==> src/rtl/ppe_pkg.sv <==
// Constants and types for the front-panel parameter editor
package ppe_pkg;
  localparam int CLK_HZ = 200_000_000;
  localparam int CYC_PER_MS = CLK_HZ / 1000;
  localparam int HOLD_MS = 1000;
  localparam int SHOW_MS = 500;
  localparam int BACK_MS = 10000;
  localparam int BLANK_MS = 200;
  localparam int DEB_MS = 10;
  localparam int RDLY_MS = 500;
  localparam int RPT_MS = 100;
  localparam int HOLD_CYC = HOLD_MS * CYC_PER_MS;
  localparam int SHOW_CYC = SHOW_MS * CYC_PER_MS;
  localparam int BACK_CYC = BACK_MS * CYC_PER_MS;
  localparam int BLANK_CYC = BLANK_MS * CYC_PER_MS;
  localparam int DEB_CYC = DEB_MS * CYC_PER_MS;
  localparam int RDLY_CYC = RDLY_MS * CYC_PER_MS;
  localparam int RPT_CYC = RPT_MS * CYC_PER_MS;
  localparam int CNT_W = 32;
  localparam int NSW = 4;
  localparam int NMODE = 36;
  localparam int MODE_W = 6;
  localparam int DATA_W = 14;
  localparam int SPD_W = 17;
  localparam int NDIG = 5;
  localparam int BCD_W = 4 * NDIG;
  localparam int SEG_W = 7;
  localparam int NSELF = 8;
  localparam logic [MODE_W-1:0] MODE_SPEED = 6'h00;
  localparam logic [MODE_W-1:0] MODE_LAST = 6'h23;
  localparam logic [DATA_W-1:0] DATA_MAX = 14'h270f;
  localparam logic [DATA_W-1:0] DATA_RST = 14'h0000;
  // Switch positions
  localparam int SW_MODE = 0;
  localparam int SW_UP = 1;
  localparam int SW_DOWN = 2;
  localparam int SW_SET = 3;
  // Alarm numbers and output codes
  localparam logic [4:0] AL_NONE = 5'h00;
  localparam logic [4:0] AL_DRAM = 5'h0d;
  localparam logic [4:0] AL_SELF0 = 5'h10;
  localparam logic [4:0] AL_SPDOFS = 5'h16;
  localparam logic [3:0] CODE_NONE = 4'h0;
  localparam logic [3:0] CODE_DRAM = 4'hd;
  // Display characters
  typedef logic [4:0] ppe_chr_t;
  localparam ppe_chr_t CH_A = 5'h0a;
  localparam ppe_chr_t CH_F = 5'h0f;
  localparam ppe_chr_t CH_8 = 5'h08;
  localparam ppe_chr_t CH_L = 5'h10;
  localparam ppe_chr_t CH_DASH = 5'h11;
  localparam ppe_chr_t CH_BLANK = 5'h12;
  typedef enum logic [2:0] {
    ST_SPEED, ST_UBLANK, ST_USHOW, ST_MODE,
    ST_WAIT, ST_DATA, ST_CBLANK, ST_CSHOW
  } ppe_state_t;
endpackage

==> src/rtl/ppe_switch.sv <==
// Switch debouncer with single-step and auto-repeat pulses
module ppe_switch
  import ppe_pkg::*;
#(
  parameter int DEB = 1,
  parameter int RDLY = 2,
  parameter int RPT = 1
) (
  // Clock and reset
  input wire logic clk,
  input wire logic rst_n,
  // Switch
  input wire logic raw,
  output logic level,
  output logic step
);
  logic [CNT_W-1:0] deb_r;
  logic [CNT_W-1:0] rep_r;

  always_ff @(posedge clk or negedge rst_n)
  begin
    if (!rst_n)
    begin
      deb_r <= '0;
      level <= 1'b0;
    end
    else if (raw == level)
      deb_r <= '0;
    else if (deb_r == CNT_W'(DEB - 1))
    begin
      deb_r <= '0;
      level <= raw;
    end
    else
      deb_r <= deb_r + 1'b1;
  end

  // First step on press, then one every RPT after RDLY
  always_ff @(posedge clk or negedge rst_n)
  begin
    if (!rst_n)
    begin
      rep_r <= '0;
      step <= 1'b0;
    end
    else
    begin
      step <= 1'b0;
      if (!level)
        rep_r <= '0;
      else if (rep_r == '0)
      begin
        step <= 1'b1;
        rep_r <= rep_r + 1'b1;
      end
      else if (rep_r == CNT_W'(RDLY))
      begin
        step <= 1'b1;
        rep_r <= CNT_W'(RDLY - RPT + 1);
      end
      else
        rep_r <= rep_r + 1'b1;
    end
  end
endmodule

==> src/rtl/ppe_bcd.sv <==
// Binary to five-digit packed decimal converter
module ppe_bcd
  import ppe_pkg::*;
(
  // Value
  input wire logic [SPD_W-1:0] bin,
  output logic [BCD_W-1:0] bcd
);
  always_comb
  begin
    bcd = '0;
    for (int i = SPD_W - 1; i >= 0; i--)
    begin
      for (int d = 0; d < NDIG; d++)
        if (bcd[4*d +: 4] > 4'h4)
          bcd[4*d +: 4] = bcd[4*d +: 4] + 4'h3;
      bcd = {bcd[BCD_W-2:0], bin[i]};
    end
  end
endmodule

==> src/rtl/ppe_top.sv <==
// Front-panel parameter editor, display and alarm presenter
// Function
// - All four switches held over one second unlocks parameter access.
// - On unlock, blank then show FFFFF until every switch is released.
// - Motor speed shown on five digits when nothing else is selected.
// - Mode switch on shows parameter mode number as F-XX.
// - Mode on, up press advances mode number by one.
// - Mode on, up held keeps advancing mode number.
// - Mode on, down press steps mode number back by one.
// - Mode on, down held keeps stepping mode number back.
// - Mode released, value shown as four digits after half a second.
// - Ten seconds after value display or its last edit step, return to speed.
// - With all switches off, display finally falls back to speed.
// - Value shown, up press raises it by one, held raises repeatedly.
// - Value shown, down press lowers it by one, held repeatedly.
// - Edited value drives motor control before it is committed.
// - Commit only after commit switch held at least one second.
// - After commit, blank then show 88888.
// - Mode F-00 shows motor speed, not an editable value.
// - Active alarm shown as AL-nn on the seven-segment display.
// - Alarms 1 to 12 give output codes of the same number.
// - Data memory fault raises alarm 13 with output code 13.
// - Self-check faults raise alarms 16 to 23.
// - Alarm 22 reports on output code 13.
module ppe_top
  import ppe_pkg::*;
#(
  parameter int P_HOLD = HOLD_CYC,
  parameter int P_SHOW = SHOW_CYC,
  parameter int P_BACK = BACK_CYC,
  parameter int P_BLANK = BLANK_CYC,
  parameter int P_DEB = DEB_CYC,
  parameter int P_RDLY = RDLY_CYC,
  parameter int P_RPT = RPT_CYC
) (
  // Clock and reset
  input wire logic clk,
  input wire logic nrst,
  // Setting switches, high when pressed
  input wire logic sw_mode,
  input wire logic sw_up,
  input wire logic sw_down,
  input wire logic sw_set,
  // Motor speed in rpm
  input wire logic [ppe_pkg::SPD_W-1:0] motor_speed,
  // Alarm sources
  input wire logic [3:0] alarm_core,
  input wire logic dram_fault,
  input wire logic [ppe_pkg::NSELF-1:0] selfchk_fault,
  // Stored parameter load at start-up
  input wire logic nv_load,
  input wire logic [ppe_pkg::MODE_W-1:0] nv_load_addr,
  input wire logic [ppe_pkg::DATA_W-1:0] nv_load_data,
  // Display, digit 4 leftmost, segments gfedcba
  output logic [ppe_pkg::NDIG*ppe_pkg::SEG_W-1:0] seg_r,
  // Working value to motor control
  output logic live_valid_r,
  output logic [ppe_pkg::MODE_W-1:0] live_addr_r,
  output logic [ppe_pkg::DATA_W-1:0] live_data_r,
  // Commit to non-volatile storage
  output logic nv_wr_r,
  output logic [ppe_pkg::MODE_W-1:0] nv_wr_addr_r,
  output logic [ppe_pkg::DATA_W-1:0] nv_wr_data_r,
  // Alarm status
  output logic alarm_on_r,
  output logic [3:0] alarm_code_r,
  output logic unlocked_r
);
  import ppe_pkg::*;

  function automatic logic [SEG_W-1:0] seg7(input ppe_chr_t c);
    case (c)
      5'h00: seg7 = 7'h3f;
      5'h01: seg7 = 7'h06;
      5'h02: seg7 = 7'h5b;
      5'h03: seg7 = 7'h4f;
      5'h04: seg7 = 7'h66;
      5'h05: seg7 = 7'h6d;
      5'h06: seg7 = 7'h7d;
      5'h07: seg7 = 7'h07;
      5'h08: seg7 = 7'h7f;
      5'h09: seg7 = 7'h6f;
      CH_A: seg7 = 7'h77;
      CH_F: seg7 = 7'h71;
      CH_L: seg7 = 7'h38;
      CH_DASH: seg7 = 7'h40;
      default: seg7 = 7'h00;
    endcase
  endfunction

  logic rst_meta_r;
  logic rst_n;
  logic [NSW-1:0] sw_raw;
  logic [NSW-1:0] sw_on;
  logic [NSW-1:0] sw_step;
  ppe_state_t st_r;
  ppe_state_t st_nxt;
  logic [CNT_W-1:0] tmr_r;
  logic [CNT_W-1:0] all_cnt_r;
  logic [CNT_W-1:0] set_cnt_r;
  logic [MODE_W-1:0] mode_r;
  logic [DATA_W-1:0] edit_r;
  logic [DATA_W-1:0] prm_r [NMODE];
  logic all_hit;
  logic set_hit;
  logic up_step;
  logic dn_step;
  logic mode_on;
  logic any_on;
  logic [4:0] alarm_num;
  logic [3:0] alarm_code;
  logic [SPD_W-1:0] bcd_in;
  logic [BCD_W-1:0] bcd;
  ppe_chr_t chr [NDIG];

  always_ff @(posedge clk or negedge nrst)
  begin
    if (!nrst)
    begin
      rst_meta_r <= 1'b0;
      rst_n <= 1'b0;
    end
    else
    begin
      rst_meta_r <= 1'b1;
      rst_n <= rst_meta_r;
    end
  end

  assign sw_raw = {sw_set, sw_down, sw_up, sw_mode};

  generate
    for (genvar g = 0; g < NSW; g++)
    begin : g_sw
      ppe_switch #(.DEB(P_DEB), .RDLY(P_RDLY), .RPT(P_RPT)) u_sw (
        .clk(clk),
        .rst_n(rst_n),
        .raw(sw_raw[g]),
        .level(sw_on[g]),
        .step(sw_step[g])
      );
    end
  endgenerate

  assign mode_on = sw_on[SW_MODE];
  assign any_on = |sw_on;
  assign up_step = sw_step[SW_UP] && !sw_on[SW_DOWN];
  assign dn_step = sw_step[SW_DOWN] && !sw_on[SW_UP];
  assign all_hit = all_cnt_r == CNT_W'(P_HOLD);
  assign set_hit = set_cnt_r == CNT_W'(P_HOLD - 1);

  // Hold timers for unlock and commit
  always_ff @(posedge clk or negedge rst_n)
  begin
    if (!rst_n)
    begin
      all_cnt_r <= '0;
      set_cnt_r <= '0;
    end
    else
    begin
      if (!(&sw_on))
        all_cnt_r <= '0;
      else if (all_cnt_r <= CNT_W'(P_HOLD))
        all_cnt_r <= all_cnt_r + 1'b1;
      if (sw_raw != NSW'(1 << SW_SET) || sw_on != NSW'(1 << SW_SET))
        set_cnt_r <= '0;
      else if (set_cnt_r < CNT_W'(P_HOLD))
        set_cnt_r <= set_cnt_r + 1'b1;
    end
  end

  always_comb
  begin
    st_nxt = st_r;
    if (all_hit && st_r != ST_UBLANK && st_r != ST_USHOW)
      st_nxt = ST_UBLANK;
    else
      case (st_r)
        ST_SPEED:
          if (mode_on)
            st_nxt = ST_MODE;
        ST_UBLANK:
          if (tmr_r == CNT_W'(P_BLANK - 1))
            st_nxt = ST_USHOW;
        ST_USHOW:
          if (!any_on)
            st_nxt = ST_SPEED;
        ST_MODE:
          if (!mode_on)
            st_nxt = unlocked_r ? ST_WAIT : ST_SPEED;
        ST_WAIT:
          if (mode_on)
            st_nxt = ST_MODE;
          else if (tmr_r == CNT_W'(P_SHOW - 1))
            st_nxt = ST_DATA;
        ST_DATA:
          if (mode_on)
            st_nxt = ST_MODE;
          else if (set_hit && mode_r != MODE_SPEED)
            st_nxt = ST_CBLANK;
          else if (tmr_r == CNT_W'(P_BACK - 1))
            st_nxt = ST_SPEED;
        ST_CBLANK:
          if (tmr_r == CNT_W'(P_BLANK - 1))
            st_nxt = ST_CSHOW;
        ST_CSHOW:
          if (mode_on)
            st_nxt = ST_MODE;
          else if (tmr_r == CNT_W'(P_BACK - 1))
            st_nxt = ST_SPEED;
        default:
          st_nxt = ST_SPEED;
      endcase
  end

  always_ff @(posedge clk or negedge rst_n)
  begin
    if (!rst_n)
      st_r <= ST_SPEED;
    else
      st_r <= st_nxt;
  end

  // State timer restarts on entry and on each edit step
  always_ff @(posedge clk or negedge rst_n)
  begin
    if (!rst_n)
      tmr_r <= '0;
    else if (st_nxt != st_r || (st_r == ST_DATA && (up_step || dn_step)))
      tmr_r <= '0;
    else if (tmr_r != '1)
      tmr_r <= tmr_r + 1'b1;
  end

  always_ff @(posedge clk or negedge rst_n)
  begin
    if (!rst_n)
      unlocked_r <= 1'b0;
    else if (st_nxt == ST_UBLANK)
      unlocked_r <= 1'b1;
  end

  // Mode number selection
  always_ff @(posedge clk or negedge rst_n)
  begin
    if (!rst_n)
      mode_r <= MODE_SPEED;
    else if (st_r == ST_MODE && unlocked_r)
    begin
      if (up_step && mode_r != MODE_LAST)
        mode_r <= mode_r + 1'b1;
      else if (dn_step && mode_r != MODE_SPEED)
        mode_r <= mode_r - 1'b1;
    end
  end

  // Working value edit
  always_ff @(posedge clk or negedge rst_n)
  begin
    if (!rst_n)
      edit_r <= DATA_RST;
    else if (st_r == ST_WAIT && st_nxt == ST_DATA)
      edit_r <= prm_r[mode_r];
    else if (st_r == ST_DATA && mode_r != MODE_SPEED)
    begin
      if (up_step && edit_r != DATA_MAX)
        edit_r <= edit_r + 1'b1;
      else if (dn_step && edit_r != DATA_RST)
        edit_r <= edit_r - 1'b1;
    end
  end

  // Stored parameter copy
  always_ff @(posedge clk or negedge rst_n)
  begin
    if (!rst_n)
    begin
      for (int i = 0; i < NMODE; i++)
        prm_r[i] <= DATA_RST;
    end
    else if (st_r == ST_DATA && st_nxt == ST_CBLANK)
      prm_r[mode_r] <= edit_r;
    else if (nv_load && nv_load_addr <= MODE_LAST)
      prm_r[nv_load_addr] <= nv_load_data;
  end

  always_ff @(posedge clk or negedge rst_n)
  begin
    if (!rst_n)
    begin
      nv_wr_r <= 1'b0;
      nv_wr_addr_r <= MODE_SPEED;
      nv_wr_data_r <= DATA_RST;
    end
    else
    begin
      nv_wr_r <= st_r == ST_DATA && st_nxt == ST_CBLANK;
      nv_wr_addr_r <= mode_r;
      nv_wr_data_r <= edit_r;
    end
  end

  always_ff @(posedge clk or negedge rst_n)
  begin
    if (!rst_n)
    begin
      live_valid_r <= 1'b0;
      live_addr_r <= MODE_SPEED;
      live_data_r <= DATA_RST;
    end
    else
    begin
      live_valid_r <= st_r == ST_DATA && mode_r != MODE_SPEED;
      live_addr_r <= mode_r;
      live_data_r <= edit_r;
    end
  end

  // Alarm priority: core, data memory, then self-checks
  always_comb
  begin
    alarm_num = AL_NONE;
    alarm_code = CODE_NONE;
    for (int i = NSELF - 1; i >= 0; i--)
      if (selfchk_fault[i])
      begin
        alarm_num = AL_SELF0 + 5'(i);
        alarm_code = (AL_SELF0 + 5'(i) == AL_SPDOFS) ? CODE_DRAM : CODE_NONE;
      end
    if (dram_fault)
    begin
      alarm_num = AL_DRAM;
      alarm_code = CODE_DRAM;
    end
    if (alarm_core != CODE_NONE)
    begin
      alarm_num = {1'b0, alarm_core};
      alarm_code = alarm_core;
    end
  end

  always_ff @(posedge clk or negedge rst_n)
  begin
    if (!rst_n)
    begin
      alarm_on_r <= 1'b0;
      alarm_code_r <= CODE_NONE;
    end
    else
    begin
      alarm_on_r <= alarm_num != AL_NONE;
      alarm_code_r <= alarm_code;
    end
  end

  ppe_bcd u_bcd (
    .bin(bcd_in),
    .bcd(bcd)
  );

  // Display composition
  always_comb
  begin
    bcd_in = motor_speed;
    for (int d = 0; d < NDIG; d++)
      chr[d] = ppe_chr_t'(bcd[4*d +: 4]);
    if (alarm_num != AL_NONE)
    begin
      bcd_in = SPD_W'(alarm_num);
      chr[4] = CH_A;
      chr[3] = CH_L;
      chr[2] = CH_DASH;
    end
    else
      case (st_r)
        ST_UBLANK, ST_CBLANK:
          for (int d = 0; d < NDIG; d++)
            chr[d] = CH_BLANK;
        ST_USHOW:
          for (int d = 0; d < NDIG; d++)
            chr[d] = CH_F;
        ST_CSHOW:
          for (int d = 0; d < NDIG; d++)
            chr[d] = CH_8;
        ST_MODE, ST_WAIT:
        begin
          bcd_in = SPD_W'(mode_r);
          chr[4] = CH_BLANK;
          chr[3] = CH_F;
          chr[2] = CH_DASH;
        end
        ST_DATA:
          if (mode_r != MODE_SPEED)
          begin
            bcd_in = SPD_W'(edit_r);
            chr[4] = CH_BLANK;
          end
        default:
          bcd_in = motor_speed;
      endcase
  end

  always_ff @(posedge clk or negedge rst_n)
  begin
    if (!rst_n)
      seg_r <= '0;
    else
      for (int d = 0; d < NDIG; d++)
        seg_r[SEG_W*d +: SEG_W] <= seg7(chr[d]);
  end

  unlock_grant_a: assert property (@(posedge clk) disable iff (!rst_n)
    (st_r == ST_UBLANK && $past(st_r) != ST_UBLANK) |-> $past(all_cnt_r) == P_HOLD)
    else $error("unlock without full hold");

  unlock_show_a: assert property (@(posedge clk) disable iff (!rst_n)
    (st_r == ST_USHOW && alarm_num == AL_NONE) |=> seg_r == {NDIG{seg7(CH_F)}})
    else $error("unlock confirmation not shown");

  speed_disp_a: assert property (@(posedge clk) disable iff (!rst_n)
    (rst_n && st_r == ST_SPEED && alarm_num == AL_NONE)
    |=> seg_r[SEG_W-1:0] == seg7(5'($past(motor_speed) % 10)))
    else $error("speed digit wrong");

  mode_up_a: assert property (@(posedge clk) disable iff (!rst_n)
    (st_r == ST_MODE && unlocked_r && up_step && mode_r != MODE_LAST)
    |=> mode_r == $past(mode_r) + 1'b1)
    else $error("mode not advanced");

  mode_down_a: assert property (@(posedge clk) disable iff (!rst_n)
    (st_r == ST_MODE && unlocked_r && dn_step && mode_r != MODE_SPEED)
    |=> mode_r == $past(mode_r) - 1'b1)
    else $error("mode not stepped back");

  data_delay_a: assert property (@(posedge clk) disable iff (!rst_n)
    (st_r == ST_DATA && $past(st_r) != ST_DATA)
    |-> $past(st_r) == ST_WAIT && $past(tmr_r) == P_SHOW - 1)
    else $error("value shown at wrong time");

  back_speed_a: assert property (@(posedge clk) disable iff (!rst_n)
    (st_r == ST_DATA && tmr_r == P_BACK - 1 && !mode_on && !all_hit && !set_hit)
    |=> st_r == ST_SPEED)
    else $error("no return to speed");

  edit_up_a: assert property (@(posedge clk) disable iff (!rst_n)
    (st_r == ST_DATA && mode_r != MODE_SPEED && up_step && edit_r != DATA_MAX)
    |=> edit_r == $past(edit_r) + 1'b1)
    else $error("value not raised");

  edit_down_a: assert property (@(posedge clk) disable iff (!rst_n)
    (st_r == ST_DATA && mode_r != MODE_SPEED && dn_step && edit_r != DATA_RST)
    |=> edit_r == $past(edit_r) - 1'b1)
    else $error("value not lowered");

  live_value_a: assert property (@(posedge clk) disable iff (!rst_n)
    (st_r == ST_DATA && mode_r != MODE_SPEED) |=> live_valid_r && live_data_r == $past(edit_r))
    else $error("edited value not applied");

  commit_hold_a: assert property (@(posedge clk) disable iff (!rst_n)
    nv_wr_r |-> st_r == ST_CBLANK && $past(st_r) == ST_DATA
    && $past(set_cnt_r) == P_HOLD - 1)
    else $error("commit without hold");

  alarm_code_a: assert property (@(posedge clk) disable iff (!rst_n)
    (alarm_core != CODE_NONE) |=> alarm_code_r == $past(alarm_core) && alarm_on_r)
    else $error("alarm code mismatch");
endmodule

==> config.mk <==
export PLATFORM = sky130hd
export DESIGN_NAME = ppe_top
export DESIGN_NICKNAME = d
export VERILOG_FILES = /design/src/rtl/ppe_pkg.sv /design/src/rtl/ppe_switch.sv /design/src/rtl/ppe_bcd.sv /design/src/rtl/ppe_top.sv
export SDC_FILE = /design/constraint.sdc
export NUM_CORES = 2
export LEC_CHECK = 0
export BUFFER_PORTS_ARGS = -buffer_cell sky130_fd_sc_hd__buf_2
export CAP_MARGIN = 20
export CORE_UTILIZATION = 40
export CTS_BUF_LIST = sky130_fd_sc_hd__clkbuf_2
export CTS_CLUSTER_SIZE = 8
export DETAILED_ROUTE_END_ITERATION = 12
export GPL_ROUTABILITY_DRIVEN = 1
export GPL_TIMING_DRIVEN = 1
export PLACE_DENSITY = 0.52
export SLEW_MARGIN = 30
export SYNTH_ARGS = -nofsm -noshare
export SYNTH_HDL_FRONTEND = slang
export SYNTH_SLANG_ARGS = --single-unit
==> constraint.sdc <==
create_clock -name clk -period 60.3 [get_ports clk]
set_input_delay 6.03 -clock clk [delete_from_list [all_inputs] [get_ports clk]]
set_output_delay 6.03 -clock clk [all_outputs]
set_load 0.01 [all_outputs]
# ---- Yosys cells after proc, flatten, opt, wreduce, memory -nomap -nowiden
# Memories as Yosys holds them, arrays and structs flattened. A register that Yosys moved wholly into a read port is not among the register bits.
# Cells that the tools add are included.
dict set report word_totals {
  mem_count 5
  out_inout_bits 83
  elab_cells 384
  register_bits 851
  inputBits 57
  romBits 1120
}
# memory depth width read_ports rd_ports_with_merged_regs wr line
set memory_table {}
lappend memory_table {{(no name shown)} 32 7 1 1 0 ppe_top.sv:72} ;# case (c)
lappend memory_table {{(no name shown)} 32 7 1 1 0 ppe_top.sv:72}
lappend memory_table {{(no name shown)} 32 7 1 1 0 ppe_top.sv:72}
lappend memory_table {{(no name shown)} 32 7 1 1 0 ppe_top.sv:72}
lappend memory_table {{(no name shown)} 32 7 1 1 0 ppe_top.sv:72}
dict set report op_classes {
  addsub 53
  bitwise 6
  n_eq_ne 34
  n_lt_le_gt_ge 47
  muxes 125
  reduce_logical 51
}
# cell count
set op_table {}
lappend op_table {{bitwise mux 504 bit} 2}
lappend op_table {{2-to-1 mux 504 bit} 2}
lappend op_table {{2-to-1 mux 32 bit} 20}
lappend op_table {{adder 32 x 1 -> 32 bit (second input constant)} 9}
lappend op_table {{2-to-1 mux 4 bit} 47}
lappend op_table {{demux 14 bit (select 6 bit)} 2}
lappend op_table {{> comparator 4 x 3 -> 1 bit (second input constant)} 35}
lappend op_table {{adder 4 x 2 -> 4 bit (second input constant)} 34}
lappend op_table {{equality test 32 x 21 -> 1 bit (second input constant)} 4}
lappend op_table {{2-to-1 mux 14 bit} 8}
lappend op_table {{equality test 32 x 27 -> 1 bit (second input constant)} 3}
lappend op_table {{binary-select mux 14 bit (select 6 bit)} 1}
lappend op_table {{equality test 32 x 28 -> 1 bit (second input constant)} 2}
lappend op_table {{logical NOT 32 bit} 2}
lappend op_table {{2-to-1 mux 5 bit} 11}
lappend op_table {{2-to-1 mux 3 bit} 15}
lappend op_table {{one-hot mux 10 bit (4 select lines)} 1}
lappend op_table {{2-to-1 mux 17 bit} 2}
lappend op_table {{one-hot mux 17 bit (2 select lines)} 1}
lappend op_table {{equality test 32 x 26 -> 1 bit (second input constant)} 1}
lappend op_table {{equality test 32 x 31 -> 1 bit (second input constant)} 1}
lappend op_table {{<= comparator 32 x 28 -> 1 bit (second input constant)} 1}
lappend op_table {{< comparator 32 x 28 -> 1 bit (second input constant)} 1}
lappend op_table {{inequality test 32 bit (second input constant)} 1}
lappend op_table {{44 further kinds} 110}

# ---- Longest topological paths before layout
dict set report logic_depth {
  ltp_word 43
  mapped_depth 91
  depth_no_buf 83
}

# ---- Cells and area by module
# From an unflattened synthesis, not the netlist that was laid out.
dict set report hier_totals {
  cells_unflattened 6183
  area_unflattened_um2 56869.5
}
# mod n_inst cells_each seq_area_each_um2 area_each_um2
set by_module_without_submodules {}
lappend by_module_without_submodules {ppe_top 1 3955 17216.5 37808.8}
lappend by_module_without_submodules {ppe_switch 4 356 1651.6 3393.3}
lappend by_module_without_submodules {ppe_bcd 1 804 0.0 5487.8}

# ---- Least setup slack after synthesis
# OpenSTA, ideal clock, no wires.
dict set report synth_path {
  kind {in2reg}
  from {input alarm_core[0]}
  to {register seg_r[17] (netlist name)}
  required_time_ns 60.218
  path_buffers 9
  setup_slack_ns 37.687
  cell_stages 88
  setup_time_ns 0.082
  arrival_time_ns 22.531
  path_cell_list {or4_4 > nor4_4 > inv_2 > clkbuf_1 > clkbuf_1 > nor3_1 > nand2_1 > ha_1 > inv_1 > ha_1 > clkbuf_1 > inv_1 > nand4_1 > and2_1 > ha_1 > inv_1 > o31a_1 > xnor2_1 > (+52 left out) > o22a_1 > xnor2_1 > ha_1 > a2111oi_2 > nor3_1 > xnor2_1 > ha_1 > nand3b_1 > and2_1 > clkbuf_1 > xnor2_1 > o21ai_0 > nand2_1 > o211ai_1 > ha_1 > a21boi_1 > a311o_1 > a31oi_1}
}
dict set report synth_between {
  elab_chain_cells 34
  elab_cells_between_ends 102
  cone_classes {32 x add/sub; 32 x order compare; 36 x mux; 2 x reduce/logical}
}
# element line
set synth_rtl {}
lappend synth_rtl {{from (decl)} ppe_top.sv:47} ;# input wire logic [3:0] alarm_core,
lappend synth_rtl {{nonzero test 4 bit} ppe_top.sv:336} ;# if (alarm_core != CODE_NONE)
lappend synth_rtl {{2-to-1 mux 5 bit *} ppe_top.sv:336}
lappend synth_rtl {{nonzero test 5 bit} ppe_top.sv:368} ;# if (alarm_num != AL_NONE)
lappend synth_rtl {{2-to-1 mux 17 bit} ppe_top.sv:368}
lappend synth_rtl {{adder 3 x 2 -> 4 bit or > comparator 3 bit (tied branches)} {ppe_bcd.sv:16, ppe_bcd.sv:15}}
lappend synth_rtl {{2-to-1 mux 4 bit} ppe_bcd.sv:15} ;# if (bcd[4*d +: 4] > 4'h4)
lappend synth_rtl {{adder 4 x 2 -> 4 bit or > comparator 4 x 3 -> 1 bit (tied branches)} {ppe_bcd.sv:16, ppe_bcd.sv:15}}
lappend synth_rtl {{2-to-1 mux 4 bit} ppe_bcd.sv:15}
lappend synth_rtl {{(+18 left out)} n/a}
lappend synth_rtl {{adder 4 x 2 -> 4 bit or > comparator 4 x 3 -> 1 bit (tied branches)} {ppe_bcd.sv:16, ppe_bcd.sv:15}}
lappend synth_rtl {{2-to-1 mux 4 bit} ppe_bcd.sv:15}
lappend synth_rtl {{adder 4 x 2 -> 4 bit or > comparator 4 x 3 -> 1 bit (tied branches)} {ppe_bcd.sv:16, ppe_bcd.sv:15}}
lappend synth_rtl {{2-to-1 mux 4 bit} ppe_bcd.sv:15}
lappend synth_rtl {{adder 4 x 2 -> 4 bit or > comparator 4 x 3 -> 1 bit (tied branches)} {ppe_bcd.sv:16, ppe_bcd.sv:15}}
lappend synth_rtl {{2-to-1 mux 4 bit} ppe_bcd.sv:15}
lappend synth_rtl {{one-hot mux 10 bit (4 select lines)} ppe_top.sv:376} ;# case (st_r)
lappend synth_rtl {{2-to-1 mux 15 bit *} ppe_top.sv:368}
lappend synth_rtl {{to (decl)} ppe_top.sv:55} ;# output logic [ppe_pkg::NDIG*ppe_pkg::SEG_W-1:0] seg_r,
# Every way passes the cells marked *; elsewhere a longest branch is shown, timed or not.
# A chain may end at the register's enable or synchronous reset.

# ---- Worst setup path in the final report
dict set report layout_path {
  from {input alarm_core[0]}
  to {register seg_r[20] (netlist name)}
}
# The elaborated chain is that of the path after synthesis.

==> results.yml <==
power:
  seq_power_share_pct: 54.7
  switching_share_pct: 30.2
  peakVddDrop_uv: 19.2
  p_leak_nw: 25.6
  p_switching_w: 0.000356
  powerDensity_nw_per_um2: 20.7
  intPower_w: 0.000823
  clockPowerShare_pct: 37.7
  combPwrFrac_pct: 7.6
cts:
  clock_sinks: 886
  clkLatencyLatePin_ns: 1.78
  clockRootBuffer: "clkbuf_2"
  cts.htree.levels: 4
  tritoncts: "built"
  cts_made_buffers: 239
  path_clk_slew_ns: 0.11
  cts_setup_buffers: 0
  cts_resized: 0
  cts_buffer_depth: 3
  hold_buffers: 0
cells_and_area:
  final_cells: 8073
  nNetsFinal: 6301
  syn2layout_area_growth_pct: 9.19
  final_util_pct: 44.0
  fillers: 13200
  final_cell_mix: "1063 x nand2_1, 870 x dfrtp_1, 606 x a22oi_1"
  layout_commonest_cell: "nand2_1"
  drive_gt1_share_pct: 13.5
synthesis:
  synthAdderAreaFrac_pct: 2.84
  yosysWarnings: 0
  synth-xor-area-share_pct: 5.13
  synth_mux_area_share_pct: 1.77
  yosysSeqAreaShare_pct: 42.5
  async_flop_share_pct: 100
  syn_area_per_cell_um2: 8.68
  synth_simple_gate_area_share_pct: 22.3
  synth_compound_area_share_pct: 21.4
  synth_area_um2: 52100
  synth-edff-count: 0
  synthesis.nets: 6184
  yosysUniqueCellTypes: 128
  ys_ff_latch: 886
  synth_top_family_by_area: "simple AND/OR/NAND/NOR gates"
  syn-instance-count: 6010
  ys.flop_type: "dfrtp_1"
grt:
  met2_usage_pct: 44.3
  gr-usage-met1_pct: 39.4
  globalRouteTotalUtil_pct: 28.7
  grt_antenna_before_repair: 10
  met3_usage_pct: 5.65
  overflow: 0
  grt_busiest_layer: "met2"
  grt_max_degree: 141
  grt_pass1_wl_um: 292000
  grt_pass1_vias: 46600
sta:
  fmax_ghz: 0.0433
  slew_violations: 0
  fin_crit_ns: 23.12
  worst_pin_slew_ns: 1.21
  final-hold-violation-count: 0
  setup_viol: 0
  worst_clock_skew_ns: 0.131
  final.setup.tns_ns: 0
  maxSlewHeadroom_pct: 19.3
  fin_crit_sh_pct: 38.3
  rsz0062_at_grt: "no"
critical_path:
  r2r_slack_ns: 41.21
  cpPeakStageDelay_ns: 0.56
  required_ns: 61.97
  cpMostUsedCell: "ha_1"
  regToRegStartpoint: "mode_r[1]$_DFFE_PN0P_"
  arrival_ns: 24.79
  endpoint_kind: "flip-flop"
  rr_worst_depth: 80
  timing.rr.end: "seg_r[20]$_DFF_PN0_"
  worstPathMaxFanout: 29
  worstSetupPathType: "in -> reg"
  cp-start-kind: "primary input"
  critPathSlowestCell: "or4_4"
  crit_path_start: "alarm_core[0]"
placed_design:
  place.gp.congestion: 0.883
  place_hpwl_um: 122000
  dp_cells: 7627
  port_buffers: 139
floorplan:
  coreArea_um2: 129000
  io_pins: 140
  num_rows: 132
  die-area_um2: 132000
  initial_core_util_pct: 40.3
  die_h_um: 363
  die_w_um: 363
routing:
  finalWirelength_um: 191000
  drtIter0Drc: 4848
  drt_pre_antenna_iters: 7
  ant_nets: 0
  post_drt_wl_per_cell_um: 23.7
  vias: 48600
  viasPerCell: 6.02
  drc_errors: 0
worst_hold_path:
  holdCritPathClass: "reg -> async"
status:
  status: "completed"
job:
  cap_violations: 0
==> worst max-delay path, delay by kind of cell <==
family,cells,cell delay (ns)
adders and majority gates,15,4.58
xor gates and xnor gates,10,2.60
and+or+nand+nor,21,4.09
AOI/OAI and AO/OA,25,5.72
buffers and inverters,11,1.72
==> worst max path at each step <==
stage	endpoint	slack [ns]	cells past startpoint
after global placement	seg_r[20]$_DFF_PN0_	35.96	82
after CTS	seg_r[17]$_DFF_PN0_	37.65	80
final	seg_r[20]$_DFF_PN0_	37.18	82
after floorplan	alarm_code_r[0]$_DFF_PN0_	33.77	0
after global routing	seg_r[20]$_DFF_PN0_	35.58	82
after detailed placement	seg_r[20]$_DFF_PN0_	35.75	82
==> sequential cells by signal, summed over array words and instances, names as in the netlist, 6 cells and up <==
| name | count |
|---|---|
| all_cnt_r | 32 |
| edit_r | 14 |
| g_sw.u_sw.deb_r | 128 |
| g_sw.u_sw.rep_r | 64 |
| live_addr_r | 6 |
| live_data_r | 14 |
| mode_r | 6 |
| prm_r | 504 |
| seg_r | 35 |
| set_cnt_r | 32 |
| tmr_r | 32 |
==> final cells by class <==
cell class                 count  area, um2  share of cell area [%]
tap                         1742       2180                    3.83
clock buffer                 356       1780                    3.13
multi-input combinational   4594      28000                    49.2
clock inverter                76        410                   0.721
timing repair buffer         291       1910                    3.36
sequential                   886      22200                    39.0
inverter                     115        432                   0.758
antenna                       13       32.5                  0.0571
==> layer usage <==
| metal | vias to the layer above | share of wire, % |
|---|---|---|
| li1 | 22100 | - |
| met1 | 24000 | 44 |
| met2 | 2100 | 45 |
| met3 | 394 | 8.0 |
| met4 | 10 | 3.5 |
| met5 | - | 0.032 |
==> synth_stat cells, drive strengths merged (9+ instances only) <==
master      n  area (um2)
nor4       85         568
xnor2     124        1120
or3        47         294
o21ai     206        1050
a31oi      39         250
and3       79         494
o221ai     30         263
a211o      13         114
nand3     196         981
nor2      619        2340
a211oi     33         298
mux2i      58         588
dfrtp     886       22200
nand3b     17         140
nor3      122         626
a22oi     606        4550
o2111ai    14         135
or4        11        90.1
buf        50         295
a221o      42         420
nand2    1066        4000
clkbuf    364        1370
nor4b      10         103
o21bai     17         128
and4       19         171
a21o       36         270
o21a       17         135
nand4     116         726
a22o       32         280
a21oi     230        1170
a21boi     19         143
o31ai      20         196
and2       60         375
ha        115        1440
a2111oi    10         138
mux2       29         334
inv       113         424
nand2b     23         144
o22ai      20         131
nor2b      15        93.8
or2        28         175
a311oi      9        85.1
o211ai     35         273
xor2      170        1490
a221oi     31         278
==> power by group through the flow <==
stage	sequential [W]	combinational (W)	clock, W
4_1_cts	0.000644	0.0000889	0.000460
3_3_place_gp	0.000656	0.0000872	0
2_1_floorplan	0.000660	0.0000486	0
3_5_place_dp	0.000656	0.0000888	0
6_report	0.000645	0.0000899	0.000445
5_1_grt	0.000649	0.0000995	0.000491
==> cells by family after synthesis <==
| logic type | after synthesis |
|---|---|
| AO/OA/AOI/OAI | 1547 |
| XOR/XNOR | 297 |
| adder cells (fa/ha/maj) | 117 |
| buffers and inverters | 530 |
| flip-flops | 886 |
| multiplexers | 87 |
| other | 1 |
| AND/OR/NAND/NOR | 2545 |
==> metrics by stage <==
stage	setup WS [ns]	area [um2]	power, W	hold slack [ns]
3_5_place_dp	35.75	54700	0.000745	0.336
6_report	37.18	56900	0.00118	0.339
5_1_grt	35.58	56900	0.00124	0.365
3_3_place_gp	35.96	54600	0.000743	0.336
4_1_cts	37.65	56900	0.00119	0.331
2_1_floorplan	33.77	52100	0.000709	0.331
(Power assumes the default switching activity.)
